===== config.mk =====
export PLATFORM = sky130hd
export DESIGN_NAME = dscw_top
export DESIGN_NICKNAME = d
export VERILOG_FILES = /design/src/verilog/dscw_pkg.sv /design/src/verilog/dscw_rise.sv /design/src/verilog/dscw_flag.sv /design/src/verilog/dscw_top.sv
export SDC_FILE = /design/constraint.sdc
export NUM_CORES = 1
export LEC_CHECK = 0
export ABC_AREA = 0
export BUFFER_PORTS_ARGS = -buffer_cell sky130_fd_sc_hd__buf_2
export CORE_MARGIN = 5
export CORE_UTILIZATION = 40
export DETAILED_ROUTE_END_ITERATION = 12
export GPL_TIMING_DRIVEN = 0
export PLACE_DENSITY_LB_ADDON = 0.2
export SYNTH_ARGS = -nofsm -noshare
export SYNTH_HDL_FRONTEND = slang
export SYNTH_SLANG_ARGS = --single-unit

===== constraint.sdc =====
create_clock -name sys_clk -period 1.86 [get_ports sys_clk]
set_clock_uncertainty 0.05 [all_clocks]
set_input_delay 0.372 -clock sys_clk [delete_from_list [all_inputs] [get_ports sys_clk]]
set_output_delay 0.372 -clock sys_clk [all_outputs]
set_load 0.05 [all_outputs]

===== src/verilog/dscw_pkg.sv =====
// Purpose: Shared constants for the drive status and command word block.
// Assumes: Classic Wishbone slave with 32-bit data and byte addresses.
// Notes: Words are 16 bits wide and sit in the low half of the data bus.
// ==========================================================
// Package
package dscw_pkg;
  // ==========================================================
  // Register map, byte offsets
  localparam logic [3:0] DSCW_OFS_CMD = 4'h0;
  localparam logic [3:0] DSCW_OFS_STAT = 4'h4;
  localparam logic [3:0] DSCW_OFS_MODE = 4'h8;
  localparam logic [15:0] DSCW_CMD_RST = 16'h0000;
  localparam logic [7:0] DSCW_MODE_RST = 8'h00;
  // ==========================================================
  // Command word fields
  localparam int DSCW_CB_SWON = 0;
  localparam int DSCW_CB_ENOP = 3;
  localparam int DSCW_CB_MSLO = 4;
  localparam int DSCW_CB_MSHI = 6;
  localparam int DSCW_CB_FRST = 7;
  localparam int DSCW_CB_HALT = 8;
  // Bits kept in the command word: transition, mode-specific and halt
  localparam logic [15:0] DSCW_TRANS_MASK = 16'h008F;
  localparam logic [15:0] DSCW_OTHER_MASK = 16'h0170;
  // ==========================================================
  // Status word fields
  localparam int DSCW_SB_REMOTE = 9;
  localparam int DSCW_SB_TREACH = 10;
  localparam int DSCW_SB_ILIMIT = 11;
  localparam int DSCW_SB_MODE12 = 12;
  localparam int DSCW_SB_MODE13 = 13;
  // ==========================================================
  // Operating mode codes, signed 8-bit
  localparam logic [7:0] DSCW_M_PROF_POS = 8'h01;
  localparam logic [7:0] DSCW_M_PROF_VEL = 8'h03;
  localparam logic [7:0] DSCW_M_HOMING = 8'h06;
  localparam logic [7:0] DSCW_M_INTERP = 8'h07;
  localparam logic [7:0] DSCW_M_CS_POS = 8'h08;
  localparam logic [7:0] DSCW_M_CS_VEL = 8'h09;
  localparam logic [7:0] DSCW_M_CS_TRQ = 8'h0A;
  localparam logic [7:0] DSCW_M_VEL_A = 8'h8F; // -113
  localparam logic [7:0] DSCW_M_VEL_B = 8'h91; // -111
endpackage


===== src/verilog/dscw_rise.sv =====
// Purpose: Rising edge finder between two successive command words.
// Assumes: Old and new values are presented together with a strobe.
// Notes: Pure combinational; the caller holds the previous value.
`timescale 1ns/1ps
// ==========================================================
// Edge finder
module dscw_rise #(
  parameter int W = 1
) (
  input wire logic [W-1:0] old_val,
  input wire logic [W-1:0] new_val,
  input wire logic stb,
  output logic [W-1:0] rise
);
  // Bit goes from 0 to 1 on an accepted write
  assign rise = (new_val & ~old_val) & {W{stb}};
endmodule


===== src/verilog/dscw_flag.sv =====
// Purpose: Sticky status flag with load, set and clear.
// Assumes: Set and clear are one-cycle pulses in the clock domain.
// Notes: Set wins over clear, so a finishing event is lost only to a load in the same cycle.
`timescale 1ns/1ps
// ==========================================================
// Sticky flag
module dscw_flag (
  input wire logic sys_clk,
  input wire logic rst_b,
  input wire logic load,
  input wire logic load_val,
  input wire logic set,
  input wire logic clr,
  output logic q
);
  logic flag_q;
  logic flag_d;
  // Load first, then set over clear
  assign flag_d = load ? load_val : (set | (flag_q & ~clr));
  // Flag storage
  always_ff @(posedge sys_clk or negedge rst_b) begin
    if (!rst_b) begin
      flag_q <= 1'b0;
    end else begin
      flag_q <= flag_d;
    end
  end
  assign q = flag_q;
endmodule


===== src/verilog/dscw_top.sv =====
// Purpose: Status word and command word logic of a servo drive state machine.
// Assumes: The state machine core, limits and profile generators lie outside.
// Notes: Registers are reached over a classic Wishbone slave.
`timescale 1ns/1ps
// ==========================================================
// Top module
module dscw_top
  import dscw_pkg::*;
(
  input wire logic sys_clk,
  input wire logic rst_b,
  // Wishbone slave
  input wire logic wb_cyc_i,
  input wire logic wb_stb_i,
  input wire logic wb_we_i,
  input wire logic [3:0] wb_adr_i,
  input wire logic [3:0] wb_sel_i,
  input wire logic [31:0] wb_dat_i,
  output logic [31:0] wb_dat_o,
  output logic wb_ack_o,
  // State machine core
  input wire logic [7:0] core_low_status,
  input wire logic core_transition_busy,
  input wire logic core_op_enabled,
  output logic [4:0] trans_cmd,
  output logic trans_cmd_stb,
  output logic fault_reset_pulse,
  // Motion side
  output logic halt_req,
  output logic [2:0] mode_cmd_bits,
  output logic new_setpoint_pulse,
  output logic homing_start_pulse,
  output logic interp_enable,
  output logic [7:0] active_operating_mode_view,
  input wire logic setpoint_reached,
  input wire logic limit_active,
  input wire logic setpoint_ack_flag,
  input wire logic motor_standstill,
  input wire logic interpolation_active_flag,
  input wire logic cyclic_goal_in_use,
  input wire logic following_error,
  input wire logic homing_done,
  input wire logic homing_fail,
  // Homing retention
  input wire logic abs_encoder_fitted,
  input wire logic retained_homed,
  input wire logic retained_home_err,
  output logic homed_state,
  output logic home_err_state
);
  // ==========================================================
  // Declarations
  logic ack_q;
  logic ack_d;
  logic [31:0] rdat_q;
  logic [31:0] rdat_d;
  logic [15:0] cmd_q;
  logic [15:0] cmd_d;
  logic [7:0] mode_q;
  logic [7:0] mode_d;
  logic trans_stb_q;
  logic frst_q;
  logic nsp_q;
  logic hstart_q;
  logic boot_q;
  logic bus_req;
  logic wr_take;
  logic sel_cmd;
  logic sel_stat;
  logic sel_mode;
  logic cmd_wr;
  logic mode_wr;
  logic remote;
  logic [15:0] wr_word;
  logic [4:0] old_trans;
  logic [4:0] new_trans;
  logic trans_changed;
  logic cmd_accept;
  logic other_accept;
  logic [15:0] accepted_word;
  logic [15:0] other_word;
  logic [4:0] trans_rise;
  logic [2:0] ms_rise;
  logic mode_is_pp;
  logic mode_is_hm;
  logic mode_is_ip;
  logic mode_is_cs;
  logic mode_is_stand;
  logic mode_is_ferr;
  logic hm_entry;
  logic hm_start;
  logic hm_end;
  logic hm_treach;
  logic boot_load;
  logic [15:0] status_word;
  logic st_treach;
  logic st_b12;
  logic st_b13;
  // ==========================================================
  // Bus decode
  // A request is taken only while ack is low
  assign bus_req = wb_cyc_i & wb_stb_i & ~ack_q;
  assign wr_take = bus_req & wb_we_i;
  // Register selects by byte offset
  assign sel_cmd = (wb_adr_i == DSCW_OFS_CMD);
  assign sel_stat = (wb_adr_i == DSCW_OFS_STAT);
  assign sel_mode = (wb_adr_i == DSCW_OFS_MODE);
  // Write strobes; the mode byte needs lane 0
  assign cmd_wr = wr_take & sel_cmd;
  assign mode_wr = wr_take & sel_mode & wb_sel_i[0];
  // Ack follows one cycle after the taking edge
  assign ack_d = bus_req;
  // ==========================================================
  // Command word acceptance
  // Remote drops while the core runs a transition
  assign remote = ~core_transition_busy;
  // Unselected byte lanes keep the stored bits
  assign wr_word = {wb_sel_i[1] ? wb_dat_i[15:8] : cmd_q[15:8],
                    wb_sel_i[0] ? wb_dat_i[7:0] : cmd_q[7:0]};
  // Transition bits of the stored and the written word
  assign old_trans = {cmd_q[DSCW_CB_FRST], cmd_q[DSCW_CB_ENOP:DSCW_CB_SWON]};
  assign new_trans = {wr_word[DSCW_CB_FRST], wr_word[DSCW_CB_ENOP:DSCW_CB_SWON]};
  assign trans_changed = (old_trans != new_trans);
  // Nothing of the write is used without remote
  assign cmd_accept = cmd_wr & remote;
  // Other bits only with unchanged transition bits and operation enabled
  assign other_accept = cmd_accept & ~trans_changed & core_op_enabled;
  assign other_word = other_accept ? (wr_word & DSCW_OTHER_MASK) : (cmd_q & DSCW_OTHER_MASK);
  // Reserved bits 9 to 15 are never stored
  assign accepted_word = (wr_word & DSCW_TRANS_MASK) | other_word;
  // Next values of the command and mode registers
  assign cmd_d = cmd_accept ? accepted_word : cmd_q;
  assign mode_d = mode_wr ? wb_dat_i[7:0] : mode_q;
  // ==========================================================
  // Edge finders on accepted writes
  // Fault reset acts on a 0-to-1 change only
  dscw_rise #(.W(5)) u_trans_rise (
    .old_val(old_trans),
    .new_val(new_trans),
    .stb(cmd_accept),
    .rise(trans_rise)
  );
  // Mode-specific bit 4 is edge sensitive in profile position and homing; interpolation uses its level
  dscw_rise #(.W(3)) u_ms_rise (
    .old_val(cmd_q[DSCW_CB_MSHI:DSCW_CB_MSLO]),
    .new_val(wr_word[DSCW_CB_MSHI:DSCW_CB_MSLO]),
    .stb(other_accept),
    .rise(ms_rise)
  );
  // ==========================================================
  // Mode decode from the displayed mode
  assign mode_is_pp = (mode_q == DSCW_M_PROF_POS);
  assign mode_is_hm = (mode_q == DSCW_M_HOMING);
  assign mode_is_ip = (mode_q == DSCW_M_INTERP);
  assign mode_is_cs = (mode_q == DSCW_M_CS_POS) | (mode_q == DSCW_M_CS_VEL) |
                      (mode_q == DSCW_M_CS_TRQ);
  assign mode_is_stand = (mode_q == DSCW_M_PROF_VEL) | (mode_q == DSCW_M_VEL_A) |
                         (mode_q == DSCW_M_VEL_B);
  // Modes whose bit 13 reports following error
  assign mode_is_ferr = mode_is_pp | (mode_q == DSCW_M_CS_POS);
  // ==========================================================
  // Homing flags
  // Entering homing from another displayed mode
  assign hm_entry = mode_wr & (wb_dat_i[7:0] == DSCW_M_HOMING) & ~mode_is_hm;
  assign hm_start = ms_rise[0] & mode_is_hm;
  assign hm_end = homing_done | homing_fail;
  // Retained results restored once after reset release, only with an absolute encoder fitted
  assign boot_load = ~boot_q & abs_encoder_fitted;
  // Target reached in homing: set at end, cleared on entry or restart
  dscw_flag u_hm_treach (
    .sys_clk(sys_clk),
    .rst_b(rst_b),
    .load(1'b0),
    .load_val(1'b0),
    .set(hm_end),
    .clr(hm_entry | hm_start),
    .q(hm_treach)
  );
  // Homing attained holds the last result
  dscw_flag u_homed (
    .sys_clk(sys_clk),
    .rst_b(rst_b),
    .load(boot_load),
    .load_val(retained_homed),
    .set(homing_done),
    .clr(hm_start | homing_fail),
    .q(homed_state)
  );
  // Homing error holds the last result
  dscw_flag u_home_err (
    .sys_clk(sys_clk),
    .rst_b(rst_b),
    .load(boot_load),
    .load_val(retained_home_err),
    .set(homing_fail),
    .clr(hm_start | homing_done),
    .q(home_err_state)
  );
  // ==========================================================
  // Status word assembly
  // Bit 10 reserved in cyclic modes
  assign st_treach = mode_is_cs ? 1'b0 :
                     (mode_is_hm ? hm_treach : setpoint_reached);
  // Bit 12 by displayed mode, zero where reserved
  assign st_b12 = mode_is_pp ? setpoint_ack_flag :
                  mode_is_stand ? motor_standstill :
                  mode_is_hm ? homed_state :
                  mode_is_ip ? interpolation_active_flag :
                  mode_is_cs ? cyclic_goal_in_use :
                  1'b0;
  // Bit 13 by displayed mode
  assign st_b13 = mode_is_ferr ? following_error :
                  mode_is_hm ? home_err_state :
                  1'b0;
  // Each field at its named position; bits 8, 14 and 15 stay zero
  always_comb begin
    status_word = 16'h0000;
    status_word[$bits(core_low_status)-1:0] = core_low_status;
    status_word[DSCW_SB_REMOTE] = remote;
    status_word[DSCW_SB_TREACH] = st_treach;
    status_word[DSCW_SB_ILIMIT] = limit_active;
    status_word[DSCW_SB_MODE12] = st_b12;
    status_word[DSCW_SB_MODE13] = st_b13;
  end
  // ==========================================================
  // Read data selection
  assign rdat_d = ~bus_req ? rdat_q :
                  sel_cmd ? {16'h0000, cmd_q} :
                  sel_stat ? {16'h0000, status_word} :
                  sel_mode ? {24'h000000, mode_q} :
                  32'h00000000;
  // ==========================================================
  // Bus registers
  // Acknowledge, high for one cycle per request
  always_ff @(posedge sys_clk or negedge rst_b) begin
    if (!rst_b) begin
      ack_q <= 1'b0;
    end else begin
      ack_q <= ack_d;
    end
  end
  // Read data, held after the answer
  always_ff @(posedge sys_clk or negedge rst_b) begin
    if (!rst_b) begin
      rdat_q <= 32'h00000000;
    end else begin
      rdat_q <= rdat_d;
    end
  end
  // ==========================================================
  // Command and mode registers
  // Stored command word
  always_ff @(posedge sys_clk or negedge rst_b) begin
    if (!rst_b) begin
      cmd_q <= DSCW_CMD_RST;
    end else begin
      cmd_q <= cmd_d;
    end
  end
  // Displayed operating mode
  always_ff @(posedge sys_clk or negedge rst_b) begin
    if (!rst_b) begin
      mode_q <= DSCW_MODE_RST;
    end else begin
      mode_q <= mode_d;
    end
  end
  // Marks the first cycle after reset release
  always_ff @(posedge sys_clk or negedge rst_b) begin
    if (!rst_b) begin
      boot_q <= 1'b0;
    end else begin
      boot_q <= 1'b1;
    end
  end
  // ==========================================================
  // Command pulses toward core and motion
  // Transition strobe after an accepted change
  always_ff @(posedge sys_clk or negedge rst_b) begin
    if (!rst_b) begin
      trans_stb_q <= 1'b0;
    end else begin
      trans_stb_q <= cmd_accept & trans_changed;
    end
  end
  // Fault reset on a rising bit only
  always_ff @(posedge sys_clk or negedge rst_b) begin
    if (!rst_b) begin
      frst_q <= 1'b0;
    end else begin
      frst_q <= trans_rise[4];
    end
  end
  // New set-point in profile position mode
  always_ff @(posedge sys_clk or negedge rst_b) begin
    if (!rst_b) begin
      nsp_q <= 1'b0;
    end else begin
      nsp_q <= ms_rise[0] & mode_is_pp;
    end
  end
  // Homing start in homing mode
  always_ff @(posedge sys_clk or negedge rst_b) begin
    if (!rst_b) begin
      hstart_q <= 1'b0;
    end else begin
      hstart_q <= hm_start;
    end
  end
  // ==========================================================
  // Outputs
  // Bus answer straight from flip-flops
  assign wb_ack_o = ack_q;
  assign wb_dat_o = rdat_q;
  // Core side commands
  assign trans_cmd = old_trans;
  assign trans_cmd_stb = trans_stb_q;
  assign fault_reset_pulse = frst_q;
  // Halt is held while the stored bit is set
  assign halt_req = cmd_q[DSCW_CB_HALT];
  assign mode_cmd_bits = cmd_q[DSCW_CB_MSHI:DSCW_CB_MSLO];
  // Pulses, the interpolation enable and the displayed mode
  assign new_setpoint_pulse = nsp_q;
  assign homing_start_pulse = hstart_q;
  assign interp_enable = cmd_q[DSCW_CB_MSLO] & mode_is_ip;
  assign active_operating_mode_view = mode_q;
endmodule


==> results of run 1 <==
-- per-stage QoR --
stage               setup WS, ns  utilization, %  instances  hold slack [ns]  TNS [ns]
floorplan                -0.1048               -        232          0.02641   -0.6606
global placement         -0.2903           51.94        384           0.4127    -4.016
detailed placement       -0.2857           51.94        384           0.4262    -3.987
CTS                      -0.1390           54.87        396           0.1870   -0.2802
global route            -0.05253           57.16        405           0.2207   -0.1507
finish                  0.006894           57.16        405           0.1415         0
-- cell families after synthesis --
group	count (synthesis)	synth area share, %
xor gates and xnor gates	5	1.959
DFF	40	44.77
AOI/OAI and AO/OA	34	10.97
and+or+nand+nor	73	19.36
adders and majority gates	1	0.5595
other	2	0.3359
buffers and inverters	33	9.009
muxes	27	13.04
-- synthesized netlist by cell type, types with 2 or more instances --
cell type,count,share of area (%)
sky130_fd_sc_hd__or4_1,2,0.67
sky130_fd_sc_hd__inv_1,5,0.84
sky130_fd_sc_hd__a32oi_1,2,0.78
sky130_fd_sc_hd__conb_1,2,0.34
sky130_fd_sc_hd__mux2_2,15,7.6
sky130_fd_sc_hd__nor4bb_1,2,0.90
sky130_fd_sc_hd__buf_4,20,6.7
sky130_fd_sc_hd__and3_1,2,0.56
sky130_fd_sc_hd__buf_2,2,0.45
sky130_fd_sc_hd__or3b_2,2,0.78
sky130_fd_sc_hd__xor2_1,4,1.6
sky130_fd_sc_hd__clkbuf_1,6,1.0
sky130_fd_sc_hd__nor4_1,2,0.56
sky130_fd_sc_hd__mux2_1,2,1.0
sky130_fd_sc_hd__nor2_1,13,2.2
sky130_fd_sc_hd__dfrtp_1,40,45
sky130_fd_sc_hd__nor3_1,6,1.3
sky130_fd_sc_hd__nand4b_1,2,0.78
sky130_fd_sc_hd__a32o_1,3,1.3
sky130_fd_sc_hd__o31ai_1,2,0.67
sky130_fd_sc_hd__mux2i_1,10,4.5
sky130_fd_sc_hd__a22o_1,8,3.1
sky130_fd_sc_hd__o21ai_0,15,3.4
sky130_fd_sc_hd__nand4_1,2,0.56
sky130_fd_sc_hd__nand3_1,5,1.1
sky130_fd_sc_hd__nand2_1,21,3.5
sky130_fd_sc_hd__nor2b_1,3,0.84
-- sequential cells by signal, summed over array words and instances, names as in the netlist --
name,cells
u_home_err.q,1
u_homed.q,1
fault_reset_pulse,1
cmd_q,9
active_operating_mode_view,8
new_setpoint_pulse,1
wb_dat_o,14
u_hm_treach.q,1
homing_start_pulse,1
wb_ack_o,1
trans_cmd_stb,1
boot_q,1
-- power breakdown --
group,total (uW),switching (uW),internal (uW),leakage (uW)
logic,544,355,189,0.00106
clock network,600,297,303,0.0000455
registers,955,51.2,904,0.000523
total,2100,703,1400,0.00163
-- metal layers --
metal | up-vias | wire [um] | global-route usage, %
met2 | 71 | 3114 | 27.19
met4 | 0 | 119 | 5.899
met1 | 947 | 2689 | 23.96
met5 | - | 0 | 0
met3 | 11 | 410 | 4.416
li1 | 972 | - | -
-- final cells by class --
| type | instances | share of cell area (%) |
|---|---|---|
| inverter | 5 | 0.6000 |
| timing repair buffer | 97 | 17.48 |
| multi-input combinational | 159 | 38.36 |
| tap | 72 | 2.880 |
| buffer | 24 | 5.360 |
| clock buffer | 8 | 2.880 |
| sequential | 40 | 32.44 |
-- timing repair --
item | in CTS | in global routing
resized for setup | 5 | 17
buffers inserted | 4 | 13
pin swaps | 3 | 11
endpoints found under the setup margin | 18 | 27
-- critical path, cell delays in order (launching register included) --
cell                      delay, ns
sky130_fd_sc_hd__dfrtp_2       0.46
sky130_fd_sc_hd__nor2_4        0.13
sky130_fd_sc_hd__nand2_2       0.08
sky130_fd_sc_hd__nor4_4        0.26
sky130_fd_sc_hd__buf_6         0.20
-- path summary, 6_finish.rpt --
| kind | startpoint | to | cells past startpoint |
|---|---|---|---|
| setup / recovery | active_operating_mode_view[6] | interp_enable | 4 |
| hold / removal | rst_b | fault_reset_pulse | 1 |
| setup reg to reg | active_operating_mode_view[5] | u_homed.q | 5 |
| hold reg to reg | wb_dat_o[9] | wb_dat_o[9] | 2 |
| max in group asynchronous | rst_b | active_operating_mode_view[1] | 1 |
| min in group sys_clk | core_transition_busy | wb_dat_o[9] | 2 |
==> summary by stage, run 1 <==
Synth
The synthesized netlist occupies a cell area of 2236 sq um. The number of warnings issued by yosys is 0. The count of different cell masters after synthesis is 44. Synthesis handed over a netlist of 215 instances.

Summing the sequential cell areas from Yosys gives 44.77% of the chip area. Among all flip-flop cells after synthesis, the most frequent one is sky130_fd_sc_hd__dfrtp_1. Counting flops and latches in the post-synthesis netlist gives 40.

In this run the mean area of a mapped cell was 10.40 sq um. Counting flops with a built-in enable in the synthesized netlist gives 0. Of all flip-flops after synthesis, the portion carrying an async set or reset was 100.0%.

Die
The die is 84.77 um tall. The standard cell core area is 5473 sq um. For this design the top-level I/O count stands at 124. The total die area is 7185 sq um. Once the floorplan was initialized, standard cells occupied 40.86% of the core. The chip width is 84.77 um. The floorplan row count is 27.

CTS
The clock root buffer is sky130_fd_sc_hd__clkbuf_8. For the worst-skew pair, the clock arrives at the later sink with an insertion delay of 0.30 ns. The TritonCTS buffer count is 5. The level count of the clock H-tree is 2.

The CTS sink count is 40. Hold repair after CTS inserted 0 buffers. The largest buffer count on any clock path is 2. TritonCTS built the clock tree.

The clock slew at the register clock pins of the worst setup and hold paths is 0.08 ns.

Finish
The filler cells instantiated in the layout total 507. In the final layout, flip-flops and latches occupy 1015 sq um. The area growth from synthesis to layout is 39.90%. Leaving out fill and tap cells, the most frequent cells in the layout are 80 x sky130_fd_sc_hd__buf_2, 36 x sky130_fd_sc_hd__buf_4, 29 x sky130_fd_sc_hd__dfrtp_1, 20 x sky130_fd_sc_hd__nand2_1, 19 x sky130_fd_sc_hd__conb_1. Summing all multi-input logic gate instances after layout gives 1200 sq um. In the final design database the tool counted 400 nets. Summing all non-filler instances in the final layout gives an area of 3128 sq um. The post-route netlist has 51.65% of its cells at a drive strength greater than 1.

The most frequent standard cell in the layout excluding fill and tap cells is sky130_fd_sc_hd__buf_2. The repair_antennas step left the layout with diodes totalling 0.

Placement
The count of buffers added on input and output ports is 80. The HPWL after detailed placement is 4844 um. The area of placed instances is 2843 sq um.

The congestion estimate from routability-driven global placement came to 0.8849.

STA
The remaining max-slew budget at the tightest pin is 41.01%. Setup violations remaining at the end of the flow were counted as 0. The final-report hold violation count came to 0. The worst path in the final design needs a cycle of 1.853 ns, including I/O delays and setup. Derived from the worst setup path, the maximum achievable clock frequency is 539.6 MHz. The final number of max-transition violations is 0. Setup repair after global routing could not meet its margin everywhere. Dividing the final minimum period by the clock period gives 99.63%. The transition time at the pin with the least slew margin is 0.8848 ns.

Detailed routing
In this run, the number of DRC markers left after iteration 0 of detailed routing was 104. The iteration count of the initial detailed-routing pass is 4. Wires add up to 6333 um. After detailed routing, the average wire length per cell comes to 15.64 um. The ratio of routed vias to standard cells is 4.941. The post-route DRC violation count is 0. The via count is 2001. In this run the remaining antenna-violating nets after routing total 0.

GRT
Entering global routing, the biggest net connects 41 pins. The first global-routing pass estimated 9977 um of wire. The global-route congestion overflow total is 0. The overall global routing resource usage is 17.56%.

The number of global-route vias before repair came to 1985. The number of antenna violations at the first check in global routing is 0.

Power
The design draws 2098 uW. The power density over the cells is 670.8 nW/um^2. Across the VDD grid, the largest voltage drop is 0.3687 mV. The analysis attributes to cell leakage a power of 0.001627 uW.

Worst setup path
In this run the worst path has a maximum fanout of 5. By startpoint and endpoint, the worst setup path is classified as register to primary output. The required time of the critical path is 1.44 ns. The worst setup path is launched from a register. STA puts the critical path data arrival time at 1.43 ns. The element type at the critical path end is a primary output. The worst register-to-register path has a setup slack of 0.06 ns.

Worst hold path
The classification of the worst-slack hold path is input port to asynchronous set/reset pin.

Flow run
The number of maximum-capacitance violations is 0.

Run status
The run finished with clean final reports.
Note: power is estimated with default switching activity, not from simulation.
==> inputs of run 2 (changes only) <==
--- a/config.mk
+++ b/config.mk
@@ -8,7 +8,8 @@
 export ABC_AREA = 0
 export BUFFER_PORTS_ARGS = -buffer_cell sky130_fd_sc_hd__buf_2
 export CORE_MARGIN = 5
-export CORE_UTILIZATION = 40
+export CORE_UTILIZATION = 41
+export CTS_BUF_LIST = sky130_fd_sc_hd__clkbuf_2
 export DETAILED_ROUTE_END_ITERATION = 12
 export GPL_TIMING_DRIVEN = 0
 export PLACE_DENSITY_LB_ADDON = 0.2
==> run 2 against run 1 <==
Against the previous run:
- power shrank 9.7%
- final cell count is 1.2% higher
- sequential cell count stayed put
- critical endpoint unchanged
- critical path depth decreased by 1
- the run now ends with setup timing left
- clock-buffer cell count down 3
- register-to-register slack worse by 0.07 ns
- largest power group unchanged
- clock power fell by 37%
- first-iteration DRC count increased by 61%
- highest routed layer unchanged
- non-clock buffer count grew 7
- utilization rose by 2.9 points
- setup slack lost 0.15 ns
==> summary by stage, run 2 (same netlist as run 1, synthesis figures left out) <==
Run status
The checks that failed: setup timing. The flow ran to the end, but the final reports show violations.

Flow run
The number of maximum-capacitance violations is 0 (unchanged).

Finish
The number of antenna diodes is 0 (unchanged). The number of flip-flops under the largest register name is 14 (unchanged). The final core utilization is 60.10% (+2.9 points).

The area growth from synthesis to layout is 39.90% (unchanged). The final cell count without fillers is 410 (+1.2%). The final net count is 407 (+1.8%). Leaving out fill and tap cells, the most frequent cell in the layout is sky130_fd_sc_hd__buf_2. The share of cells above drive strength 1 is 53.24% (+1.6 points). In the layout the commonest cells are 79 x sky130_fd_sc_hd__buf_2, 44 x sky130_fd_sc_hd__buf_4, 27 x sky130_fd_sc_hd__dfrtp_1, 20 x sky130_fd_sc_hd__nand2_1, 19 x sky130_fd_sc_hd__conb_1.

Placement
The final weighted congestion in routability-driven placement is 0.8665 (-2.1%). The HPWL after detailed placement is 4766 um (-1.6%). The number of port buffers was 80 (unchanged). The setup slack after placement is -0.2990 ns (-0.01330 ns). The total placed cells including tap cells came to 382 (-0.52%).

GRT
The number of antenna violations at the first check in global routing is 0 (unchanged). The global-route congestion overflow total came to 0 (unchanged). The overall global routing resource usage came to 17.96% (+0.40 points).

The maximum number of pins on one net before global-route repair is 41 (unchanged). The number of global-route vias before repair was 1990 (+0.25%). The first-pass GRT wire length is 9963 um (-0.14%).

Die
The standard cell core area is 5205 sq um (-4.9%). The floorplan row count is 26 (-3.7%). The effective utilization at floorplan is 42.96% (+2.1 points). The total die area is 7030 sq um (-2.2%). The die height is 83.85 um (-1.1%). The chip width is 83.85 um (-1.1%). The number of placed I/O pins was 124 (unchanged).

STA
The final critical-path share of the clock period was 107.7% (+8.1 points). The number of endpoints failing setup at the final stage is 4 (+4). The post-route worst setup slack was -0.1431 ns (-0.1500 ns). Setup repair after global routing could not meet its margin everywhere. The final number of max-transition violations is 0 (unchanged). The final-report hold violation count is 0 (unchanged). The remaining max-slew budget at the tightest pin is 39.65% (-1.4 points). The transition time at the pin with the least slew margin is 0.9052 ns (+0.02040 ns). The highest attainable clock frequency was 499.2 MHz (-7.5%). The post-layout minimum cycle time is 2.003 ns (+0.1500 ns). The summed negative setup slack over all endpoints is -0.1658 ns (-0.1658 ns).

Detailed routing
The DRC violation total after the first TritonRoute iteration is 167 (+61%). The per-cell routed wire length came to 15.82 um (+1.2%). The residual antenna-violating net count after detailed routing is 0 (unchanged). The aggregate routed wire length is 6485 um (+2.4%).

The ratio of routed vias to standard cells was 4.944 (about the same). The post-route DRC violation count is 0 (unchanged). The iteration count of the initial detailed-routing pass was 4 (unchanged).

The via count came to 2027 (+1.3%).

Worst setup path
The largest fanout on the critical path was 9 (+4). The required time of the critical path is 1.44 ns (about the same). The category of the worst setup path launch point is a register.

The data arrival time of the critical path was 1.58 ns (+0.15 ns). The element type at the critical path end is a primary output. The critical setup path kind is register to primary output.

CTS
The level count of the clock H-tree is 2 (unchanged). The clock root buffer is sky130_fd_sc_hd__clkbuf_2. The worst-skew pair later-pin latency is 0.41 ns (+0.11 ns). The largest buffer count on any clock path is 2 (unchanged). The CTS tree is done. The hold buffer count at CTS is 0 (unchanged). The clock slew at the register clock pins of the worst setup and hold paths is 0.22 ns (+0.14 ns). The TritonCTS buffer count is 5 (unchanged). The CTS sink count is 40 (unchanged).

Power
The static power due to leakage is 0.001651 uW (+1.5%). The final total power is 1894 uW (-9.7%). The worst voltage drop across the vdd grid is 0.4541 mV (+23%). The power density over the cells is 605.6 nW/um^2 (-9.7%).

Worst hold path
The tightest min-delay check is of the input port to asynchronous set/reset pin type.
## run 2: cell count changes in the layout (fill, tap and decap cells not counted), sizes merged
| cell | change |
|---|---|
| clkbuf | -4 |
| clkinv | +3 |
| buf | +8 |
## run 2: metrics by stage
step | instance area, sq um | hold WS, ns
after detailed placement | 2840 | 0.4103
after CTS | 2994 | 0.01148
after global placement | 2840 | 0.4114
after floorplan | 2352 | 0.02641
final | 3128 | 0.004869
after global routing | 3128 | 0.04411
## run 2: area by class of cell
| class | count | area (sq um) |
|---|---|---|
| tap | 70 | 87.58 |
| clock inverter | 3 | 13.76 |
| fill | 466 | 2077 |
| timing repair buffer | 104 | 605.6 |
| buffer | 24 | 171.4 |
| inverter | 5 | 18.77 |
| sequential | 40 | 1017 |
| clock buffer | 5 | 25.02 |
| multi-input combinational | 159 | 1189 |
## run 2: power breakdown
group | total, uW | internal (uW) | switching, uW | leakage [uW]
clock | 376 | 84.3 | 292 | 0.0000302
combinational | 567 | 200 | 367 | 0.00110
sequential | 951 | 906 | 45.3 | 0.000520
total | 1890 | 1190 | 705 | 0.00165
## run 2: worst max-delay path, cell delays in order (launching register included)
cell                       delay (ns)
sky130_fd_sc_hd__dfrtp_2         0.52
sky130_fd_sc_hd__nand4b_1        0.17
sky130_fd_sc_hd__nor4_4          0.28
sky130_fd_sc_hd__buf_6           0.20
## run 2: what timing repair did
action,4_1_cts,5_1_grt
buffers inserted,14,12
endpoints found under the setup margin,18,29
gates resized for setup,7,22
pin swaps,4,9
## run 2: per-layer routing
metal	track usage, %	vias up	wire, um
met1	23.02	954	2797
li1	-	987	-
met5	0	-	0
met3	5.923	7	476
met4	5.263	0	87
met2	28.85	79	3125
## run 2: worst paths after layout
check	start	to	slack [ns]	cells after the start
worst min register to register	wb_dat_o[10]	wb_dat_o[10]	0.44	2
worst max-delay path	active_operating_mode_view[2]	interp_enable	-0.14	3
worst max register to register	active_operating_mode_view[5]	u_home_err.q	-0.01	5
max in group asynchronous	rst_b	cmd_q[1]	1.14	1
min in group sys_clk	core_transition_busy	wb_dat_o[9]	0.11	2
worst min-delay path	rst_b	cmd_q[5]	0.005	1
